[src/agcp_pkg.sv]
package agcp_pkg;

   // Register page and offsets
   localparam logic [7:0] AGCP_PAGE_CFG = 8'h00;
   localparam logic [7:0] AGCP_OFS_GAIN_CONTROL_CONFIG = 8'h70;
   localparam logic [7:0] AGCP_OFS_INPUT_CHANNEL_ENABLES = 8'h73;
   localparam logic [7:0] AGCP_OFS_OUTPUT_SLOT_ENABLES = 8'h74;
   localparam logic [7:0] AGCP_OFS_POWER_CONFIG = 8'h75;

   // Values after reset
   localparam logic [7:0] AGCP_RST_GAIN_CONTROL_CONFIG = 8'hE7;
   localparam logic [7:0] AGCP_RST_INPUT_CHANNEL_ENABLES = 8'hFC;
   localparam logic [7:0] AGCP_RST_OUTPUT_SLOT_ENABLES = 8'h00;
   localparam logic [7:0] AGCP_RST_POWER_CONFIG = 8'h00;

   // Writable bits; power bit 0 is read-only zero
   localparam logic [7:0] AGCP_WMASK_FULL = 8'hFF;
   localparam logic [7:0] AGCP_WMASK_POWER_CONFIG = 8'hFE;

   // Field positions
   localparam int AGCP_POS_TARGET_LEVEL_LSB = 4;
   localparam int AGCP_POS_CEILING_LSB = 0;
   localparam int AGCP_POS_CHAN_LSB = 2;
   localparam int AGCP_POS_BIAS_SUPPLY = 7;
   localparam int AGCP_POS_CONVERTER = 6;
   localparam int AGCP_POS_SYNTHESIZER = 5;
   localparam int AGCP_POS_LIVE_SWITCH = 4;
   localparam int AGCP_POS_SPAN_LSB = 2;

   // Gain decode, span code and channel count constants
   localparam logic [5:0] AGCP_TARGET_BASE_DB = 6'h06;
   localparam logic [3:0] AGCP_CEILING_MAX_CODE = 4'hD;
   localparam logic [1:0] AGCP_SPAN_TWO = 2'h0;
   localparam logic [1:0] AGCP_SPAN_FOUR = 2'h1;
   localparam int AGCP_CHANNELS = 6;

   typedef struct packed {
      logic [7:0] page;
      logic [7:0] addr;
      logic wr;
      logic rd;
      logic [7:0] wdata;
   } agcp_req_type;

endpackage

[src/agcp_reg8.sv]
`timescale 1ns/10ps
`default_nettype none

module agcp_reg8
   import agcp_pkg::*;
#(
   parameter logic [7:0] RESET_VAL = 8'h00,
   parameter logic [7:0] WMASK = 8'hFF
) (
   input wire logic ref_clk,
   input wire logic rst_b,
   input wire logic we,
   input wire logic [7:0] wdata,
   output logic [7:0] q
);

   always_ff @(posedge ref_clk or negedge rst_b) begin
      if (!rst_b) begin
         q <= RESET_VAL;
      end else if (we) begin
         q <= (wdata & WMASK) | (q & ~WMASK);
      end
   end

endmodule

`default_nettype wire

[src/agcp_regs.sv]
// What this block does
// - Gain config at 0x70, resets E7h
// - Target bits 7-4; codes 0-2 give -6..-10dB
// - Target codes 14, 15 give -34, -36dB
// - Ceiling bits 3-0; 3dB per code, 42dB top
// - Input enables at 0x73, reset FCh
// - Bits 7-2 enable channels one to six
// - Channels five, six only on six-channel variant
// - Slot enables at 0x74, reset zero
// - Bits 7-2 drive or tri-state slots
// - Slots five, six six-channel only; low bits reserved
// - Power config at 0x75, bit 0 read-only
// - Converter bit powers enabled channels, clear all
// - Bias and synthesizer power follow their bits
// - Live switching keeps channel one powered
// - Span picks the first two, four or six channels
`timescale 1ns/10ps
`default_nettype none

module agcp_regs
   import agcp_pkg::*;
#(
   parameter bit SIX_CHANNELS = 1'b1
) (
   input wire logic ref_clk,
   input wire logic rst_b,
   input wire agcp_req_type host_req,
   input wire logic recording_active,
   output logic [7:0] host_rdata,
   output logic host_rvalid,
   output logic [5:0] gain_target_level_db,
   output logic [5:0] gain_ceiling_db,
   output logic gain_ceiling_reserved,
   output logic [5:0] input_channel_enable_bit,
   output logic [5:0] output_slot_enable_bit,
   output logic bias_supply_power_on,
   output logic converter_power_on,
   output logic synthesizer_power_on,
   output logic [5:0] chan_power_on,
   output logic live_switch_violation
);

   logic [7:0] gain_q;
   logic [7:0] inen_q;
   logic [7:0] slot_q;
   logic [7:0] pwr_q;
   logic page_hit;
   logic we_gain;
   logic we_inen;
   logic we_slot;
   logic we_pwr;
   logic [7:0] rdata_nxt;
   logic [5:0] variant_mask;
   logic [5:0] inen_rev;
   logic [5:0] slot_rev;
   logic [3:0] target_code;
   logic [3:0] ceil_code;
   logic [5:0] ceil_plus1;
   logic [5:0] want;
   logic [5:0] span_mask;
   logic [5:0] chan_nxt;

   assign page_hit = (host_req.page == AGCP_PAGE_CFG);
   assign variant_mask = SIX_CHANNELS ? 6'h3F : 6'h0F;
   // Streams only as a plain source, never inside an expression
   assign inen_rev = {<<{inen_q[7:AGCP_POS_CHAN_LSB]}};
   assign slot_rev = {<<{slot_q[7:AGCP_POS_CHAN_LSB]}};

   // Unmapped offsets or other pages: writes dropped, reads zero
   always_comb begin
      we_gain = 1'b0;
      we_inen = 1'b0;
      we_slot = 1'b0;
      we_pwr = 1'b0;
      rdata_nxt = 8'h00;
      if (page_hit && host_req.addr == AGCP_OFS_GAIN_CONTROL_CONFIG) begin
         we_gain = host_req.wr;
         rdata_nxt = gain_q;
      end else if (page_hit && host_req.addr == AGCP_OFS_INPUT_CHANNEL_ENABLES) begin
         we_inen = host_req.wr;
         rdata_nxt = inen_q;
      end else if (page_hit && host_req.addr == AGCP_OFS_OUTPUT_SLOT_ENABLES) begin
         we_slot = host_req.wr;
         rdata_nxt = slot_q;
      end else if (page_hit && host_req.addr == AGCP_OFS_POWER_CONFIG) begin
         we_pwr = host_req.wr;
         rdata_nxt = pwr_q;
      end
   end

   agcp_reg8 #(.RESET_VAL(AGCP_RST_GAIN_CONTROL_CONFIG), .WMASK(AGCP_WMASK_FULL)) u_gain (
      .ref_clk(ref_clk),
      .rst_b(rst_b),
      .we(we_gain),
      .wdata(host_req.wdata),
      .q(gain_q)
   );

   agcp_reg8 #(.RESET_VAL(AGCP_RST_INPUT_CHANNEL_ENABLES), .WMASK(AGCP_WMASK_FULL)) u_inen (
      .ref_clk(ref_clk),
      .rst_b(rst_b),
      .we(we_inen),
      .wdata(host_req.wdata),
      .q(inen_q)
   );

   agcp_reg8 #(.RESET_VAL(AGCP_RST_OUTPUT_SLOT_ENABLES), .WMASK(AGCP_WMASK_FULL)) u_slot (
      .ref_clk(ref_clk),
      .rst_b(rst_b),
      .we(we_slot),
      .wdata(host_req.wdata),
      .q(slot_q)
   );

   // power config, bit 0 not writable
   agcp_reg8 #(.RESET_VAL(AGCP_RST_POWER_CONFIG), .WMASK(AGCP_WMASK_POWER_CONFIG)) u_pwr (
      .ref_clk(ref_clk),
      .rst_b(rst_b),
      .we(we_pwr),
      .wdata(host_req.wdata),
      .q(pwr_q)
   );

   always_ff @(posedge ref_clk or negedge rst_b) begin
      if (!rst_b) begin
         host_rdata <= 8'h00;
         host_rvalid <= 1'b0;
      end else begin
         host_rdata <= host_req.rd ? rdata_nxt : host_rdata;
         host_rvalid <= host_req.rd;
      end
   end

   // Gain decode
   assign target_code = gain_q[AGCP_POS_TARGET_LEVEL_LSB +: 4];
   // reserved ceiling codes clamp to the top gain rather than wrap
   assign ceil_code = (gain_q[AGCP_POS_CEILING_LSB +: 4] > AGCP_CEILING_MAX_CODE) ?
                      AGCP_CEILING_MAX_CODE : gain_q[AGCP_POS_CEILING_LSB +: 4];
   assign ceil_plus1 = {2'b00, ceil_code} + 6'h01;

   always_ff @(posedge ref_clk or negedge rst_b) begin
      if (!rst_b) begin
         gain_target_level_db <= 6'h00;
         gain_ceiling_db <= 6'h00;
         gain_ceiling_reserved <= 1'b0;
      end else begin
         gain_target_level_db <= AGCP_TARGET_BASE_DB + {1'b0, target_code, 1'b0};
         gain_ceiling_db <= ceil_plus1 + {ceil_plus1[4:0], 1'b0};
         gain_ceiling_reserved <= (gain_q[AGCP_POS_CEILING_LSB +: 4] > AGCP_CEILING_MAX_CODE);
      end
   end

   always_ff @(posedge ref_clk or negedge rst_b) begin
      if (!rst_b) begin
         input_channel_enable_bit <= 6'h00;
         output_slot_enable_bit <= 6'h00;
         bias_supply_power_on <= 1'b0;
         converter_power_on <= 1'b0;
         synthesizer_power_on <= 1'b0;
      end else begin
         // msb is channel one, reversed to index 0
         input_channel_enable_bit <= inen_rev & variant_mask;
         output_slot_enable_bit <= slot_rev & variant_mask;
         bias_supply_power_on <= pwr_q[AGCP_POS_BIAS_SUPPLY];
         synthesizer_power_on <= pwr_q[AGCP_POS_SYNTHESIZER];
         converter_power_on <= pwr_q[AGCP_POS_CONVERTER];
      end
   end

   // span; undefined code 3 treated as all six
   always_comb begin
      if (pwr_q[AGCP_POS_SPAN_LSB +: 2] == AGCP_SPAN_TWO) begin
         span_mask = 6'h03;
      end else if (pwr_q[AGCP_POS_SPAN_LSB +: 2] == AGCP_SPAN_FOUR) begin
         span_mask = 6'h0F;
      end else begin
         span_mask = 6'h3F;
      end
   end

   // converter bit gates the enabled channels
   assign want = pwr_q[AGCP_POS_CONVERTER] ? (inen_rev & variant_mask) : 6'h00;

   // Outside recording channels follow at once; inside, with the converter bit set, they freeze unless live switching
   always_comb begin
      chan_nxt = want;
      if (recording_active && pwr_q[AGCP_POS_CONVERTER]) begin
         if (pwr_q[AGCP_POS_LIVE_SWITCH]) begin
            chan_nxt = (want & span_mask) | (chan_power_on & ~span_mask);
            // channel one is held on while live switching
            chan_nxt[0] = chan_power_on[0] | want[0];
         end else begin
            chan_nxt = chan_power_on;
         end
      end
   end

   always_ff @(posedge ref_clk or negedge rst_b) begin
      if (!rst_b) begin
         chan_power_on <= 6'h00;
         live_switch_violation <= 1'b0;
      end else begin
         chan_power_on <= chan_nxt;
         live_switch_violation <= recording_active && pwr_q[AGCP_POS_CONVERTER] &&
                                  pwr_q[AGCP_POS_LIVE_SWITCH] && chan_power_on[0] && !want[0];
      end
   end
endmodule

`default_nettype wire

[config.mk]
export PLATFORM = sky130hd
export DESIGN_NAME = agcp_regs
export DESIGN_NICKNAME = d
export VERILOG_FILES = /design/src/agcp_pkg.sv /design/src/agcp_reg8.sv /design/src/agcp_regs.sv
export SDC_FILE = /design/constraint.sdc
export NUM_CORES = 1
export LEC_CHECK = 0
export BUFFER_PORTS_ARGS = -buffer_cell sky130_fd_sc_hd__buf_2
export CORE_ASPECT_RATIO = 1.4
export CORE_MARGIN = 1
export CORE_UTILIZATION = 55
export DETAILED_ROUTE_END_ITERATION = 7
export PLACE_DENSITY = 0.89
export SYNTH_ARGS = -nofsm -noshare
export SYNTH_HDL_FRONTEND = slang
export SYNTH_SLANG_ARGS = --single-unit
[constraint.sdc]
create_clock -name ref_clk -period 4.7 [get_ports ref_clk]
set_input_delay 0.94 -clock ref_clk [delete_from_list [all_inputs] [get_ports ref_clk]]
set_output_delay 0.94 -clock ref_clk [all_outputs]
set_load 0.1 [all_outputs]
==> metrics.md <==
| Metric | Value |
|---|---|
| Die Ht | `92.1 um` |
| Final setup viols | `0` |
| First DRT Iteration DRCs | `183` |
| Worst R2R Setup Slack | `1.70 ns` |
| Worst slew margin | `21.7%` |
| Grt ovf | `0` |
| First-pass GRT wire length | `11400 um` |
| R2R cell count | `10` |
| Number of global-route vias before repair | `2390` |
| Setup bufs post-CTS | `0` |
| Wirelength per Cell | `16.6 um` |
| Reg clk slew, reported paths | `0.08 ns` |
| Slew @ Worst Pin | `1.16 ns` |
| Synth Net Count | `301` |
| I/O pin total | `73` |
| Clk_lat worst skew | `0.35 ns` |
| RSZ-0062 raised after global routing | `no` |
| Final Hold Vio Count | `0` |
| Post-synthesis sequential area ratio | `58.5%` |
| CP arrival | `3.24 ns` |
| Die width | `66.4 um` |
| Overall global routing resource usage | `25.3%` |
| Post-cts repair resize count | `0` |
| Root buffer cell | `clkbuf_8` |
| Pleak | `1.92 nW` |
| Num CTS Buffers | `9` |
| Fmax | `0.333 GHz` |
| Area occupied by multi-input gates | `1170 um2` |
| Crit Path Max Fanout | `9` |
| Yosys Warn Count | `0` |
| Final max-slew violation count | `0` |
| Nets | `371` |
| Initial antenna violation count | `0` |
| Final period util | `63.9%` |
| Buffers on Ports | `71` |
| HP Start | `u_slot.q[3]` |
| Hold/Removal Path Class | `flop to flop` |
| Via density | `5.79` |
| CTS Sinks | `74` |
| Clock buffer depth | `2` |
| Hold-critical path endpoint | `output_slot_enable_bit[4]` |
| FF+latch area | `1870 um2` |
| Post-route DRC | `0` |
| Worst r2r src | `u_gain.q[3]` |
| CP endpoint kind | `flop` |
| Crit path required time | `4.94 ns` |
| Type of origin of the critical path | `flop` |
| WL final | `6800 um` |
| Power density over cell area | `306 nW/um2` |
| Initial Utilization | `57.4%` |
| Setup clock skew after layout | `0.00621 ns` |
| Post-synthesis cell type count | `41` |
| Post-Syn Instances | `267` |
| Post-route ant nets | `0` |
| Syn Area/Cell | `12.0 um2` |
| Placed Cells | `394` |
| Core Footprint | `5570 um2` |
| Syn-to-layout area delta | `18.0%` |
| RePlAce Congestion | `0.849` |
| Post-DP HPWL | `4770 um` |
| Ratio of cells with drive above 1 in the final layout | `39.2%` |
| Fill cells | `415` |
| Antenna fix cells | `0` |
| CTS tree | `built` |
| FF+latch count, synth | `74` |
| Crit Path Category | `flop to flop` |
| Reg-to-Reg End | `gain_ceiling_db[5]` |
| Status | `finished clean` |
| Max cap viols | `0` |
| Vias post-DR | `2374` |
| WHS Path Cells | `0` |
| TritonRoute pass-1 iters | `5` |
| Largest net degree at the start of global routing | `43` |
| Cts hold-fix bufs | `0` |
| H-tree levels | `3` |
| Fin area | `3770 um2` |
| Die ar. | `6120 um2` |
| VDD IR max | `0.166 mV` |
| Min Tclk post-route | `3.00 ns` |
| # rows | `32` |
| DP Area | `3590 um2` |
| Post-Syn Area | `3190 um2` |
| Final cell count without fillers | `410` |
| Final setup TNS | `0 ns` |
-- per-layer routing --
layer	wire (um)	track usage (%)	part of all wire [%]
met5	0	0	0
met4	145	11.5	2.1
met3	512	4.73	7.5
met2	3510	41.0	52
met1	2630	32.3	39
-- registers in the layout, summed over array words and instances, names as in the netlist, 7 cells and up --
| name | flops |
|---|---|
| u_gain.q | 8 |
| host_rdata | 8 |
| u_pwr.q | 7 |
| u_inen.q | 8 |
| u_slot.q | 8 |
-- critical path, stage by stage, from the launching register on --
cell and delay, ns:
dfrtp_1 0.48, and3_1 0.24, or2_2 0.31, ha_1 0.28, xnor2_1 0.34, xnor2_1 0.18
ha_1 0.30, nand3_1 0.10, a311oi_1 0.33, o311ai_0 0.20, o311ai_0 0.14
-- report_power, final --
part | internal, mW | switching, mW | leakage, nW
sequential | 0.638 | 0.000231 | 0.967
clock | 0.220 | 0.229 | 0.0924
combinational | 0.0197 | 0.0454 | 0.864
total | 0.877 | 0.275 | 1.92
-- synth_stat cells, drive strengths merged --
library cell / number / area, um2
inv: 28 / 105
or2: 3 / 18.8
a31oi: 1 / 6.26
ha: 5 / 62.6
and2: 3 / 18.8
a21o: 7 / 52.6
a21oi: 15 / 75.1
nand4: 1 / 6.26
or4: 3 / 26.3
mux2: 31 / 349
nor2: 3 / 11.3
nand3: 7 / 35.0
and3: 2 / 12.5
o21ai: 14 / 70.1
a311oi: 2 / 17.5
nand4b: 1 / 8.76
o32ai: 1 / 8.76
nor4: 3 / 18.8
clkbuf: 10 / 37.5
nand2b: 2 / 12.5
o22ai: 7 / 43.8
a2bb2oi: 2 / 17.5
a211oi: 2 / 15.0
nand2: 8 / 30.0
a21boi: 1 / 7.51
nor3: 3 / 37.5
mux2i: 4 / 40.0
o22a: 5 / 43.8
nor2b: 6 / 37.5
o311ai: 2 / 17.5
dfrtp: 62 / 1550
dfstp: 12 / 315
xnor2: 6 / 52.6
conb: 1 / 3.75
and3b: 1 / 8.76
buf: 3 / 16.3
-- layout make-up --
type                    instances  share of cell area [%]
inverters                      28                    2.79
well taps                      68                    2.26
multi-input cells             152                    31.0
flip-flops and latches         74                    49.6
repair buffers                 72                    9.63
clock inverters                 4                   0.697
clock buffers                  12                    4.12
-- per-stage QoR --
| step | hold slack, ns | worst slack [ns] | utilization (%) | total power, mW |
|---|---|---|---|---|
| finish | 0.409 | 1.70 | 67.7 | 1.15 |
| global route | 0.425 | 1.45 | 67.7 | 1.19 |
| CTS | 0.413 | 1.76 | 67.7 | 1.15 |
| detailed placement | 0.392 | 1.59 | 64.4 | 0.715 |
| global placement | 0.382 | 1.62 | 64.4 | 0.713 |
| floorplan | 0.352 | 1.81 | - | 0.682 |
-- logic make-up after synthesis --
logic type	after synthesis	synth area share, %
adders and majority gates	5	1.96
buffers and inverters	41	4.98
and+or+nand+nor	46	8.86
xor gates and xnor gates	6	1.65
muxes	35	12.2
other	1	0.117
DFF	74	58.5
AOI/OAI and AO/OA	59	11.8
-- layout by cell type, fill, tap and decap left out, types with 3 or more instances in the layout --
cell type	Yosys	routed
a21o_1	7	7
a21oi_1	15	15
o21ai_0	14	14
o22a_1	5	5
dfrtp_1	62	62
xnor2_1	6	6
o22ai_1	7	7
dfstp_2	12	12
nand3_1	7	7
mux2_2	29	29
clkbuf_8	0	11
buf_2	1	71
ha_1	5	5
mux2i_1	4	4
or2_2	3	3
inv_1	28	28
and2_1	3	3
nor2_1	3	3
nand2_1	8	8
nor4_1	3	3
nor2b_1	6	6
-- worst max-delay path by stage --
stage	start	end	depth (start not counted)
CTS	u_gain.q[3]	gain_ceiling_db[5]	10
floorplan	host_req[23]	u_inen.q[0]	4
finish	u_gain.q[3]	gain_ceiling_db[5]	10
global placement	host_req[23]	u_gain.q[3]	5
global route	u_gain.q[3]	gain_ceiling_db[5]	10
detailed placement	host_req[23]	u_gain.q[3]	5
(Power assumes the default switching activity.)
